$ cat src/design/mais_map.svh
`ifndef MAIS_MAP_SVH
`define MAIS_MAP_SVH

// ---------------------------------------------------------------
// register offsets (byte addresses)
// ---------------------------------------------------------------
`define MAIS_AXIS_STRIDE_LOG2   4
`define MAIS_OFS_ABN_CAUSE      4'h0
`define MAIS_OFS_MOT_CAUSE      4'h4
`define MAIS_OFS_FACTOR_MASK    4'h8
`define MAIS_OFS_STOP_ENABLE    4'hc
`define MAIS_OFS_CARD_CTRL      12'h040
`define MAIS_OFS_CARD_IRQ       12'h044
`define MAIS_AXIS_AREA_TOP      6'h00

// ---------------------------------------------------------------
// abnormal-stop cause bits
// ---------------------------------------------------------------
`define MAIS_ABN_SOFT_POS       0
`define MAIS_ABN_SOFT_NEG       1
`define MAIS_ABN_GEN_CMP        3
`define MAIS_ABN_END_POS        5
`define MAIS_ABN_END_NEG        6
`define MAIS_ABN_SERVO_ALARM    7
`define MAIS_ABN_SYNC_STOP      8
`define MAIS_ABN_EMERGENCY      9
`define MAIS_ABN_SLOW_STOP      10
`define MAIS_ABN_INTERP_ERR     11
`define MAIS_ABN_INTERP_ERR_B   12
`define MAIS_ABN_INTERP_OTHER   13
`define MAIS_ABN_PULSER_OVF     14
`define MAIS_ABN_INTERP_OVF     15
`define MAIS_ABN_ENCODER_ERR    16
`define MAIS_ABN_PULSER_ERR     17
`define MAIS_ABN_VALID          32'h0003f7eb

// ---------------------------------------------------------------
// motion-event cause bits
// ---------------------------------------------------------------
`define MAIS_MOT_NORMAL_STOP    0
`define MAIS_MOT_NEXT_START     1
`define MAIS_MOT_PREREG_EMPTY   2
`define MAIS_MOT_ACCEL_START    4
`define MAIS_MOT_ACCEL_END      5
`define MAIS_MOT_DECEL_START    6
`define MAIS_MOT_DECEL_END      7
`define MAIS_MOT_GEN_CMP        11
`define MAIS_MOT_TRIG_CMP       12
`define MAIS_MOT_CNT_LATCH      14
`define MAIS_MOT_ORIGIN_LATCH   15
`define MAIS_MOT_SLOW_DOWN      16
`define MAIS_MOT_SYNC_START     19
`define MAIS_MOT_AXIS_STOP      31
`define MAIS_MOT_VALID          32'h8009d8f7
`define MAIS_MOT_MASKABLE       32'h0009d8f7

// ---------------------------------------------------------------
// reset value and enable bit positions
// ---------------------------------------------------------------
`define MAIS_RST_WORD           32'h00000000
`define MAIS_CARD_EN_BIT        0
`define MAIS_STOP_EN_BIT        0

`endif

$ cat src/design/mais_pkg.sv
package mais_pkg;

   typedef logic [31:0] mais_word_t;

   typedef enum logic [0:0] {
      MAIS_APB_IDLE,
      MAIS_APB_RESP
   } mais_apb_state_t;

endpackage

$ cat src/design/mais_reset_sync.sv
`timescale 1ns/1ps

module mais_reset_sync
(
   input  wire logic core_clk,
   input  wire logic reset_n,
   output logic      sync_reset_n
);

   logic             meta_reg;

   // ---------------------------------------------------------------
   // asynchronous assert, synchronous release
   // ---------------------------------------------------------------
   always_ff @(posedge core_clk or negedge reset_n)
   begin
      if (!reset_n)
      begin
         meta_reg     <= 1'b0;
         sync_reset_n <= 1'b0;
      end
      else
      begin
         meta_reg     <= 1'b1;
         sync_reset_n <= meta_reg;
      end
   end

endmodule

$ cat src/design/mais_axis_cause.sv
`timescale 1ns/1ps
`include "mais_map.svh"

module mais_axis_cause
(
   input  wire logic              core_clk,
   input  wire logic              rst_n,
   input  wire mais_pkg::mais_word_t abn_set,
   input  wire mais_pkg::mais_word_t mot_set,
   input  wire logic              capture,
   input  wire logic              clear,
   output mais_pkg::mais_word_t   abn_reg,
   output mais_pkg::mais_word_t   mot_reg,
   output mais_pkg::mais_word_t   mot_snap_reg
);

   mais_pkg::mais_word_t          abn_snap_reg;
   mais_pkg::mais_word_t          abn_next;
   mais_pkg::mais_word_t          mot_next;

   // only bits handed to software are cleared; a set in the same cycle wins
   assign abn_next = ((abn_reg & ~(clear ? abn_snap_reg : `MAIS_RST_WORD)) | abn_set)
                     & `MAIS_ABN_VALID;
   assign mot_next = ((mot_reg & ~(clear ? mot_snap_reg : `MAIS_RST_WORD)) | mot_set)
                     & `MAIS_MOT_VALID;

   always_ff @(posedge core_clk or negedge rst_n)
   begin
      if (!rst_n)
      begin
         abn_reg      <= `MAIS_RST_WORD;
         mot_reg      <= `MAIS_RST_WORD;
         abn_snap_reg <= `MAIS_RST_WORD;
         mot_snap_reg <= `MAIS_RST_WORD;
      end
      else
      begin
         abn_reg <= abn_next;
         mot_reg <= mot_next;
         if (capture)
         begin
            abn_snap_reg <= abn_reg;
            mot_snap_reg <= mot_reg;
         end
      end
   end

endmodule

$ cat src/design/mais_top.sv
// Function
// - abnormal-cause read snaps both words, then clears both
// - two 32-bit cause words per axis
// - factor mask never hides abnormal-stop bits
// - masked motion events raise no interrupt
// - soft limit stops set bits 0, 1
// - comparator stop sets abnormal bit 3
// - end limits and servo alarm: bits 5-7
// - shared sync stop sets abnormal bit 8
// - shared emergency stop sets abnormal bit 9
// - slow-down stop sets abnormal bit 10
// - interpolation stops set bits 12, 13
// - pulser and counter overflow: bits 14, 15
// - encoder and pulser errors: bits 16, 17
// - stop, next start, pre-register empty: 0-2
// - comparator matches set bits 11, 12
// - counter latch bit 14, axes 2, 3
// - origin latch bit 15, slow-down bit 16
// - shared sync start sets motion bit 19
// - enabled axis stop sets bit 31, interrupts
// - axis-stop enable separate from factor mask
// - card interrupt request state is readable
// - motion bits below 31 interrupt only when mask one
// - interrupt request needs card-level enable
//
// Implementation choices: the register addresses and register access over APB.
`timescale 1ns/1ps
`include "mais_map.svh"

module mais_top
#(
   parameter int              NUM_AXES   = 4,
   parameter logic [3:0]      LATCH_AXES = 4'hc
)
(
   input  wire logic                 core_clk,
   input  wire logic                 reset_n,
   input  wire logic                 psel,
   input  wire logic                 penable,
   input  wire logic                 pwrite,
   input  wire logic [11:0]          paddr,
   input  wire logic [31:0]          pwdata,
   output logic                      pready,
   output logic [31:0]               prdata,
   output logic                      pslverr,
   input  wire logic [NUM_AXES-1:0]  soft_limit_pos_stop,
   input  wire logic [NUM_AXES-1:0]  soft_limit_neg_stop,
   input  wire logic [NUM_AXES-1:0]  gen_cmp_stop,
   input  wire logic [NUM_AXES-1:0]  end_limit_pos_stop,
   input  wire logic [NUM_AXES-1:0]  end_limit_neg_stop,
   input  wire logic [NUM_AXES-1:0]  servo_alarm_stop,
   input  wire logic                 shared_sync_stop_input,
   input  wire logic                 shared_emergency_stop_input,
   input  wire logic [NUM_AXES-1:0]  slow_down_stop,
   input  wire logic [NUM_AXES-1:0]  interp_error_stop,
   input  wire logic [NUM_AXES-1:0]  interp_other_axis_stop,
   input  wire logic [NUM_AXES-1:0]  pulser_overflow_stop,
   input  wire logic [NUM_AXES-1:0]  interp_counter_overflow,
   input  wire logic [NUM_AXES-1:0]  encoder_signal_error,
   input  wire logic [NUM_AXES-1:0]  pulser_signal_error,
   input  wire logic [NUM_AXES-1:0]  normal_stop,
   input  wire logic [NUM_AXES-1:0]  next_cmd_start,
   input  wire logic [NUM_AXES-1:0]  prereg2_empty,
   input  wire logic [NUM_AXES-1:0]  accel_start,
   input  wire logic [NUM_AXES-1:0]  accel_end,
   input  wire logic [NUM_AXES-1:0]  decel_start,
   input  wire logic [NUM_AXES-1:0]  decel_end,
   input  wire logic [NUM_AXES-1:0]  gen_cmp_match,
   input  wire logic [NUM_AXES-1:0]  trig_cmp_match,
   input  wire logic [NUM_AXES-1:0]  counter_latch,
   input  wire logic [NUM_AXES-1:0]  origin_input_latched,
   input  wire logic [NUM_AXES-1:0]  slow_down_input,
   input  wire logic                 shared_sync_start_input,
   output logic                      host_irq
);

   // ---------------------------------------------------------------
   // reset
   // ---------------------------------------------------------------
   logic                             rst_n;

   mais_reset_sync u_rst
   (
      .core_clk     (core_clk),
      .reset_n      (reset_n),
      .sync_reset_n (rst_n)
   );

   // ---------------------------------------------------------------
   // level inputs turned into one-cycle events
   // ---------------------------------------------------------------
   logic                             sync_stop_prev_reg;
   logic                             emerg_prev_reg;
   logic                             sync_start_prev_reg;
   logic [NUM_AXES-1:0]              slow_prev_reg;
   wire                              sync_stop_rise;
   wire                              emerg_rise;
   wire                              sync_start_rise;
   wire  [NUM_AXES-1:0]              slow_rise;

   assign sync_stop_rise  = shared_sync_stop_input & ~sync_stop_prev_reg;
   assign emerg_rise      = shared_emergency_stop_input & ~emerg_prev_reg;
   assign sync_start_rise = shared_sync_start_input & ~sync_start_prev_reg;
   assign slow_rise       = slow_down_input & ~slow_prev_reg;

   always_ff @(posedge core_clk or negedge rst_n)
   begin
      if (!rst_n)
      begin
         sync_stop_prev_reg  <= 1'b0;
         emerg_prev_reg      <= 1'b0;
         sync_start_prev_reg <= 1'b0;
         slow_prev_reg       <= '0;
      end
      else
      begin
         sync_stop_prev_reg  <= shared_sync_stop_input;
         emerg_prev_reg      <= shared_emergency_stop_input;
         sync_start_prev_reg <= shared_sync_start_input;
         slow_prev_reg       <= slow_down_input;
      end
   end

   // ---------------------------------------------------------------
   // apb decode
   // ---------------------------------------------------------------
   mais_pkg::mais_apb_state_t        apb_state_reg;
   wire                              access;
   wire                              first_cycle;
   wire                              done;
   wire  [1:0]                       ax_idx;
   wire  [3:0]                       ax_ofs;
   wire                              in_axis;
   wire                              hit_abn;
   wire                              hit_mot;
   wire                              hit_mask;
   wire                              hit_stop;
   wire                              hit_card;
   wire                              hit_irq;
   wire                              mapped;

   assign access      = psel & penable;
   assign first_cycle = access & (apb_state_reg == mais_pkg::MAIS_APB_IDLE);
   assign done        = access & (apb_state_reg == mais_pkg::MAIS_APB_RESP);
   assign ax_idx      = paddr[`MAIS_AXIS_STRIDE_LOG2+1:`MAIS_AXIS_STRIDE_LOG2];
   assign ax_ofs      = paddr[3:0];
   assign in_axis     = (paddr[11:6] == `MAIS_AXIS_AREA_TOP) && (int'(ax_idx) < NUM_AXES);
   assign hit_abn     = in_axis && (ax_ofs == `MAIS_OFS_ABN_CAUSE);
   assign hit_mot     = in_axis && (ax_ofs == `MAIS_OFS_MOT_CAUSE);
   assign hit_mask    = in_axis && (ax_ofs == `MAIS_OFS_FACTOR_MASK);
   assign hit_stop    = in_axis && (ax_ofs == `MAIS_OFS_STOP_ENABLE);
   assign hit_card    = (paddr == `MAIS_OFS_CARD_CTRL);
   assign hit_irq     = (paddr == `MAIS_OFS_CARD_IRQ);
   assign mapped      = hit_abn | hit_mot | hit_mask | hit_stop | hit_card | hit_irq;

   // ---------------------------------------------------------------
   // per-axis cause words, mask and axis-stop enable
   // ---------------------------------------------------------------
   mais_pkg::mais_word_t             abn_word [NUM_AXES];
   mais_pkg::mais_word_t             mot_word [NUM_AXES];
   mais_pkg::mais_word_t             mot_snap [NUM_AXES];
   mais_pkg::mais_word_t             mask_reg [NUM_AXES];
   logic [NUM_AXES-1:0]              stop_en_reg;
   logic [NUM_AXES-1:0]              pending;
   logic                             card_en_reg;

   genvar a;
   generate
      for (a = 0; a < NUM_AXES; a++)
      begin : g_axis
         mais_pkg::mais_word_t       abn_set;
         mais_pkg::mais_word_t       mot_set;
         wire                        this_ax;
         wire                        any_stop;

         assign this_ax = (int'(ax_idx) == a);

         always_comb
         begin
            abn_set = `MAIS_RST_WORD;
            abn_set[`MAIS_ABN_SOFT_POS]     = soft_limit_pos_stop[a];
            abn_set[`MAIS_ABN_SOFT_NEG]     = soft_limit_neg_stop[a];
            abn_set[`MAIS_ABN_GEN_CMP]      = gen_cmp_stop[a];
            abn_set[`MAIS_ABN_END_POS]      = end_limit_pos_stop[a];
            abn_set[`MAIS_ABN_END_NEG]      = end_limit_neg_stop[a];
            abn_set[`MAIS_ABN_SERVO_ALARM]  = servo_alarm_stop[a];
            abn_set[`MAIS_ABN_SYNC_STOP]    = sync_stop_rise;
            abn_set[`MAIS_ABN_EMERGENCY]    = emerg_rise;
            abn_set[`MAIS_ABN_SLOW_STOP]    = slow_down_stop[a];
            abn_set[`MAIS_ABN_INTERP_ERR_B] = interp_error_stop[a];
            abn_set[`MAIS_ABN_INTERP_OTHER] = interp_other_axis_stop[a];
            abn_set[`MAIS_ABN_PULSER_OVF]   = pulser_overflow_stop[a];
            abn_set[`MAIS_ABN_INTERP_OVF]   = interp_counter_overflow[a];
            abn_set[`MAIS_ABN_ENCODER_ERR]  = encoder_signal_error[a];
            abn_set[`MAIS_ABN_PULSER_ERR]   = pulser_signal_error[a];
         end

         // every stop, normal or abnormal, feeds the axis-stop event
         assign any_stop = normal_stop[a] | (|abn_set);

         always_comb
         begin
            mot_set = `MAIS_RST_WORD;
            mot_set[`MAIS_MOT_NORMAL_STOP]   = normal_stop[a];
            mot_set[`MAIS_MOT_NEXT_START]    = next_cmd_start[a];
            mot_set[`MAIS_MOT_PREREG_EMPTY]  = prereg2_empty[a];
            mot_set[`MAIS_MOT_ACCEL_START]   = accel_start[a];
            mot_set[`MAIS_MOT_ACCEL_END]     = accel_end[a];
            mot_set[`MAIS_MOT_DECEL_START]   = decel_start[a];
            mot_set[`MAIS_MOT_DECEL_END]     = decel_end[a];
            mot_set[`MAIS_MOT_GEN_CMP]       = gen_cmp_match[a];
            mot_set[`MAIS_MOT_TRIG_CMP]      = trig_cmp_match[a];
            mot_set[`MAIS_MOT_CNT_LATCH]     = counter_latch[a] & LATCH_AXES[a];
            mot_set[`MAIS_MOT_ORIGIN_LATCH]  = origin_input_latched[a];
            mot_set[`MAIS_MOT_SLOW_DOWN]     = slow_rise[a];
            mot_set[`MAIS_MOT_SYNC_START]    = sync_start_rise;
            mot_set[`MAIS_MOT_AXIS_STOP]     = any_stop & stop_en_reg[a];
         end

         mais_axis_cause u_cause
         (
            .core_clk     (core_clk),
            .rst_n        (rst_n),
            .abn_set      (abn_set),
            .mot_set      (mot_set),
            .capture      (first_cycle & ~pwrite & hit_abn & this_ax),
            .clear        (done & ~pwrite & hit_abn & this_ax),
            .abn_reg      (abn_word[a]),
            .mot_reg      (mot_word[a]),
            .mot_snap_reg (mot_snap[a])
         );

         // abnormal bits bypass the mask; bit 31 has its own enable
         assign pending[a] = (|abn_word[a])
                           | (|(mot_word[a] & mask_reg[a]))
                           | mot_word[a][`MAIS_MOT_AXIS_STOP];

         always_ff @(posedge core_clk or negedge rst_n)
         begin
            if (!rst_n)
            begin
               mask_reg[a]    <= `MAIS_RST_WORD;
               stop_en_reg[a] <= 1'b0;
            end
            else if (done & pwrite & this_ax)
            begin
               if (hit_mask)
                  mask_reg[a] <= pwdata & `MAIS_MOT_MASKABLE;
               if (hit_stop)
                  stop_en_reg[a] <= pwdata[`MAIS_STOP_EN_BIT];
            end
         end
      end
   endgenerate

   // ---------------------------------------------------------------
   // read data selection
   // ---------------------------------------------------------------
   mais_pkg::mais_word_t             rd_axis;
   mais_pkg::mais_word_t             rd_card;
   mais_pkg::mais_word_t             rd_val;

   always_comb
   begin
      rd_axis = `MAIS_RST_WORD;
      for (int i = 0; i < NUM_AXES; i++)
      begin
         if (int'(ax_idx) == i)
         begin
            if (hit_abn)
               rd_axis = abn_word[i];
            else if (hit_mot)
               rd_axis = mot_snap[i];
            else if (hit_mask)
               rd_axis = mask_reg[i];
            else if (hit_stop)
               rd_axis[`MAIS_STOP_EN_BIT] = stop_en_reg[i];
         end
      end
   end

   always_comb
   begin
      rd_card = `MAIS_RST_WORD;
      if (hit_card)
         rd_card[`MAIS_CARD_EN_BIT] = card_en_reg;
      else if (hit_irq)
         rd_card[`MAIS_CARD_EN_BIT] = host_irq;
   end

   assign rd_val = rd_axis | rd_card;

   // ---------------------------------------------------------------
   // apb slave: one wait state on every access
   // ---------------------------------------------------------------
   always_ff @(posedge core_clk or negedge rst_n)
   begin
      if (!rst_n)
      begin
         apb_state_reg <= mais_pkg::MAIS_APB_IDLE;
         pready        <= 1'b0;
         prdata        <= `MAIS_RST_WORD;
         pslverr       <= 1'b0;
      end
      else
      begin
         case (apb_state_reg)
            mais_pkg::MAIS_APB_IDLE:
            begin
               if (access)
               begin
                  apb_state_reg <= mais_pkg::MAIS_APB_RESP;
                  pready        <= 1'b1;
                  prdata        <= pwrite ? `MAIS_RST_WORD : rd_val;
                  pslverr       <= ~mapped;
               end
            end
            mais_pkg::MAIS_APB_RESP:
            begin
               apb_state_reg <= mais_pkg::MAIS_APB_IDLE;
               pready        <= 1'b0;
               pslverr       <= 1'b0;
            end
            default:
            begin
               apb_state_reg <= mais_pkg::MAIS_APB_IDLE;
               pready        <= 1'b0;
               pslverr       <= 1'b0;
            end
         endcase
      end
   end

   // ---------------------------------------------------------------
   // card enable and host interrupt request
   // ---------------------------------------------------------------
   always_ff @(posedge core_clk or negedge rst_n)
   begin
      if (!rst_n)
      begin
         card_en_reg <= 1'b0;
         host_irq    <= 1'b0;
      end
      else
      begin
         if (done & pwrite & hit_card)
            card_en_reg <= pwdata[`MAIS_CARD_EN_BIT];
         // level request: stays up while the card is enabled and any cause is pending
         host_irq <= card_en_reg & (|pending);
      end
   end

endmodule

$ cat config.mk
export PLATFORM = sky130hd
export DESIGN_NAME = mais_top
export DESIGN_NICKNAME = d
export VERILOG_FILES = /design/src/design/mais_pkg.sv /design/src/design/mais_reset_sync.sv /design/src/design/mais_axis_cause.sv /design/src/design/mais_top.sv
export VERILOG_INCLUDE_DIRS = /design/src /design/src/design
export SDC_FILE = /design/constraint.sdc
export NUM_CORES = 1
export LEC_CHECK = 0
export BUFFER_PORTS_ARGS = -buffer_cell sky130_fd_sc_hd__buf_2
export CELL_PAD_IN_SITES_DETAIL_PLACEMENT = 0
export CELL_PAD_IN_SITES_GLOBAL_PLACEMENT = 1
export CORE_UTILIZATION = 50
export DETAILED_ROUTE_END_ITERATION = 10
export HOLD_SLACK_MARGIN = 0.12
export PLACE_DENSITY_LB_ADDON = 0.1
export REMOVE_ABC_BUFFERS = 1
export SLEW_MARGIN = 20
export SYNTH_ARGS = -nofsm -noshare
export SYNTH_HDL_FRONTEND = slang
export SYNTH_SLANG_ARGS = --single-unit
export TNS_END_PERCENT = 5
$ cat constraint.sdc
create_clock -name core_clk -period 14.8 [get_ports core_clk]
set_input_delay 0.74 -clock core_clk [delete_from_list [all_inputs] [get_ports core_clk]]
set_output_delay 0.74 -clock core_clk [all_outputs]
set_load 0.005 [all_outputs]
==> metrics.txt <==
# TYPE chip_impl_metric gauge
chip_impl_metric{name="floorplan.die.height",unit="um"} 172
chip_impl_metric{name="diodes",unit=""} 0
chip_impl_metric{name="post-synth-top-area-fraction",unit="%"} 56.1
chip_impl_metric{name="setup_viol",unit=""} 0
chip_impl_metric{name="syn_area_per_cell",unit="um2"} 12.0
chip_impl_info{name="clock-root-buffer",value="clkbuf_16"} 1
chip_impl_info{name="critPathLaunchType",value="input port"} 1
chip_impl_info{name="critPathSlowestCell",value="nor2_2"} 1
chip_impl_metric{name="asyncSetResetFlopFracSynth",unit="%"} 100
chip_impl_metric{name="die-area",unit="mm2"} 0.0294
chip_impl_metric{name="initial_antenna_violation_count",unit=""} 0
chip_impl_metric{name="wp_buf_inv",unit=""} 4
chip_impl_metric{name="final_period_demand_of_the_worst_path",unit="ns"} 3.72
chip_impl_metric{name="p_leak",unit="nW"} 7.25
chip_impl_metric{name="maxSlewViolCount",unit=""} 0
chip_impl_info{name="worst_setup_path_end_kind",value="flip-flop"} 1
chip_impl_metric{name="cts.sinks",unit=""} 322
chip_impl_metric{name="htree_levels",unit=""} 2
chip_impl_info{name="timing.critical_path.mode_cell",value="buf_4"} 1
chip_impl_metric{name="place.port_buffers",unit=""} 153
chip_impl_metric{name="power.clock.fraction",unit="%"} 48.4
chip_impl_metric{name="ant_nets",unit=""} 0
chip_impl_metric{name="power_per_cell_area",unit="mW/mm2"} 113
chip_impl_metric{name="dr_total_vias",unit=""} 10800
chip_impl_info{name="worst_path_dominant_cell_family",value="simple AND/OR/NAND/NOR gates"} 1
chip_impl_metric{name="hold_viol_final",unit=""} 0
chip_impl_metric{name="num-nets-final",unit=""} 1500
chip_impl_metric{name="synth_seq_area_share",unit="%"} 56.1
chip_impl_metric{name="synthToLayoutAreaGrowth",unit="%"} 16.3
chip_impl_metric{name="layout.core_utilization",unit="%"} 59.7
chip_impl_info{name="unrepaired_setup_endpoints_after_global_routing",value="false"} 1
chip_impl_metric{name="cts-buffers-inserted",unit=""} 37
chip_impl_metric{name="timing.fmax",unit="MHz"} 269
chip_impl_metric{name="cts_hold_buffers",unit=""} 1
chip_impl_metric{name="r2r_setup_slack",unit="ns"} 11.64
chip_impl_metric{name="initial_utilization",unit="%"} 51.3
chip_impl_metric{name="num_io_pins",unit=""} 187
chip_impl_metric{name="max_slew.worst_pin.slew",unit="ns"} 1.01
chip_impl_metric{name="period_utilization_post_route",unit="%"} 25.1
chip_impl_metric{name="finClkSkew",unit="ns"} 0.0156
chip_impl_info{name="dominantRegCellSynth",value="dfrtp_1"} 1
chip_impl_metric{name="drc",unit=""} 0
chip_impl_metric{name="power.net_switching",unit="uW"} 427
chip_impl_metric{name="p_comb_share",unit="%"} 4.7
chip_impl_info{name="outcome",value="complete, no violations"} 1
chip_impl_metric{name="drt-vias-per-instance",unit=""} 6.15
chip_impl_metric{name="routed_wirelength",unit="mm"} 45.1
chip_impl_metric{name="post_synth_inst_count",unit=""} 1197
chip_impl_metric{name="crit_path_max_incr_delay",unit="ns"} 0.84
chip_impl_metric{name="ys_seq_elements",unit=""} 322
chip_impl_metric{name="max_cap_viol_count",unit=""} 0
chip_impl_metric{name="netlist_area",unit="mm2"} 0.0144
chip_impl_metric{name="total_of_cells_resized_after_clock_tree_synthesis",unit=""} 0
chip_impl_metric{name="power.share.switching",unit="%"} 22.6
chip_impl_metric{name="grtUsageTotal",unit="%"} 31.8
chip_impl_info{name="r2r_start",value="apb_state_reg"} 1
chip_impl_metric{name="power_report.internal_total",unit="mW"} 1.47
chip_impl_metric{name="clock_latency",unit="ns"} 0.52
chip_impl_info{name="tritoncts",value="yes"} 1
chip_impl_metric{name="clk_transition_reported_paths",unit="ns"} 0.06
chip_impl_metric{name="post_cts_setup_driven_buffer_insertion_count",unit=""} 0
chip_impl_info{name="synth_largest_area_cell",value="dfrtp_1"} 1
chip_impl_metric{name="worst-path-max-fanout",unit=""} 42
chip_impl_metric{name="setup_tns",unit="ns"} 0
chip_impl_metric{name="maximum_number_of_pins_on_one_net_before_global_route_repair",unit=""} 165
chip_impl_metric{name="worst_slew_margin_rel",unit="%"} 32.0
chip_impl_metric{name="cts_max_path_buffers",unit=""} 3
chip_impl_metric{name="die-width",unit="um"} 172
chip_impl_metric{name="place.detailed.hpwl",unit="mm"} 30.9
chip_impl_metric{name="core-area",unit="mm2"} 0.0280
chip_impl_info{name="post_synth_main_area_contributors",value="dfrtp_1 (56%), mux2_2 (14%), a21o_1 (5.6%), nand2_1 (3.9%), a22o_1 (1.3%)"} 1
chip_impl_metric{name="routabilityCongestion",unit=""} 0.896
chip_impl_metric{name="sequentialPowerShare",unit="%"} 46.9
chip_impl_metric{name="grt_pass1_wl",unit="mm"} 67.7
chip_impl_metric{name="required",unit="ns"} 15.20
chip_impl_info{name="rr_endpoint",value="prdata[16]"} 1
chip_impl_info{name="crit_path_cell_trace",value="buf_2, buf_4, inv_1, and4_1, nand4b_4, nor2_2, buf_4, nand2_1, a22o_1"} 1
chip_impl_metric{name="synthesis_warning_total",unit=""} 0
chip_impl_metric{name="synth_enable_flop_cells",unit=""} 0
chip_impl_metric{name="depth_of_the_most_critical_reg_to_reg_path",unit=""} 8
chip_impl_metric{name="routed_wire_length_per_instance",unit="um"} 25.8
chip_impl_metric{name="first_pass_iters",unit=""} 5
chip_impl_metric{name="first_global_vias",unit=""} 10800
chip_impl_metric{name="timing.critical_path.arrival",unit="ns"} 4.12
chip_impl_metric{name="num_rows",unit=""} 61
chip_impl_metric{name="yosys.cell_types.count",unit=""} 60
chip_impl_metric{name="grt.overflow.total",unit=""} 0
chip_impl_metric{name="drive_above_1_share",unit="%"} 31.9
chip_impl_metric{name="detailedRoute.firstIterationViolations",unit=""} 1036
chip_impl_metric{name="ir_drop",unit="V"} 0.000105
chip_impl_info{name="worstHoldPathType",value="reg2async"} 1
chip_impl_info{name="criticalPathCategory",value="in2reg"} 1
==> cells in the mapped netlist (all sizes together), types with 5 or more instances <==
master	count
buf	53
mux4	8
a21o	107
and3	5
a22oi	17
nor3	19
mux2i	19
nand3	7
nor4	27
nand2	148
dfrtp	322
a211oi	8
nor2	48
o21ai	35
a221oi	9
a31oi	5
nand4	16
or4	6
mux2	180
a22o	22
clkbuf	19
a32o	6
a21oi	23
nor2b	5
o22ai	17
inv	12
==> cells by family (layout without fill, tap and decap cells) <==
logic type      after synthesis  after routing  share of synthesized area (%)
flops                       322            322                           56.1
mux                         207            207                           16.7
simple gates                300            300                           10.1
other cells                   2             13                         0.0523
buf+inv                      84            248                           2.96
compound gates              282            282                           14.1
==> worst reg2reg max path: cells and delay by family, from the launching register on <==
| kind | cells | cell delay [ns] |
|---|---|---|
| DFF | 1 | 0.48 |
| AOI/OAI and AO/OA | 2 | 0.47 |
| and+or+nand+nor | 4 | 1.38 |
| buffers and inverters | 2 | 0.74 |
==> stage by stage <==
step | instance area, um2 | std cells | hold slack (ns) | power (mW) | setup WS [ns]
2_1_floorplan | 14000 | 1136 | 0.331 | 0.938 | 5.16
3_3_place_gp | 15500 | 1685 | 0.339 | 0.992 | 10.64
3_5_place_dp | 15500 | 1685 | 0.341 | 0.992 | 10.61
4_1_cts | 16700 | 1749 | 0.334 | 1.91 | 11.14
5_1_grt | 16700 | 1750 | 0.330 | 1.95 | 10.96
6_report | 16700 | 1750 | 0.325 | 1.89 | 11.08
==> placed cells by master, fill, tap and decap left out, types with 9 or more instances in the layout <==
master / instances
nand2_1: 148
nor2_1: 36
a21o_1: 107
a221oi_1: 9
buf_4: 17
nor4_1: 26
nor3_1: 18
a22o_1: 22
clkbuf_16: 39
nand4_1: 16
o22ai_1: 17
inv_1: 12
a22oi_1: 17
dfrtp_1: 321
mux2i_1: 19
buf_2: 153
o21ai_0: 35
a21oi_1: 23
mux2_2: 180
conb_1: 13
==> power by group through the flow <==
stage	registers, mW	clock network [mW]	logic (mW)
floorplan	0.915	0	0.0234
global placement	0.905	0	0.0870
detailed placement	0.905	0	0.0872
CTS	0.889	0.931	0.0875
global route	0.889	0.966	0.0958
finish	0.889	0.917	0.0881
==> cell type report <==
class / instances / area [um2]
tap: 378 / 473
fill: 2458 / 11300
sequential: 322 / 8060
inverter: 12 / 45.0
clock buffer: 54 / 1110
timing repair buffer: 173 / 951
clock inverter: 9 / 106
multi-input combinational: 802 / 5970
==> worst max-delay path by stage <==
stage / startpoint / to / slack (ns) / depth (start not counted)
2_1_floorplan: u_rst.sync_reset_n / apb_state_reg / 5.16 / 0
3_3_place_gp: paddr[2] / g_axis[2].u_cause.mot_snap_reg[5] / 10.64 / 7
3_5_place_dp: paddr[2] / g_axis[2].u_cause.abn_snap_reg[12] / 10.61 / 7
4_1_cts: paddr[2] / g_axis[2].u_cause.abn_snap_reg[9] / 11.14 / 7
5_1_grt: paddr[2] / g_axis[3].u_cause.abn_reg[8] / 10.96 / 9
6_report: paddr[2] / g_axis[3].u_cause.mot_reg[16] / 11.08 / 9
==> layer usage <==
metal  wire length, um  track usage (%)  vias to the layer above
li1                  -                -                     4670
met1             19800             45.5                     5539
met2             20500             49.1                      471
met3              3410             5.96                       91
met4              1310             9.70                        0
met5                 0                0                        -
Power figures use the tool's default switching activity.
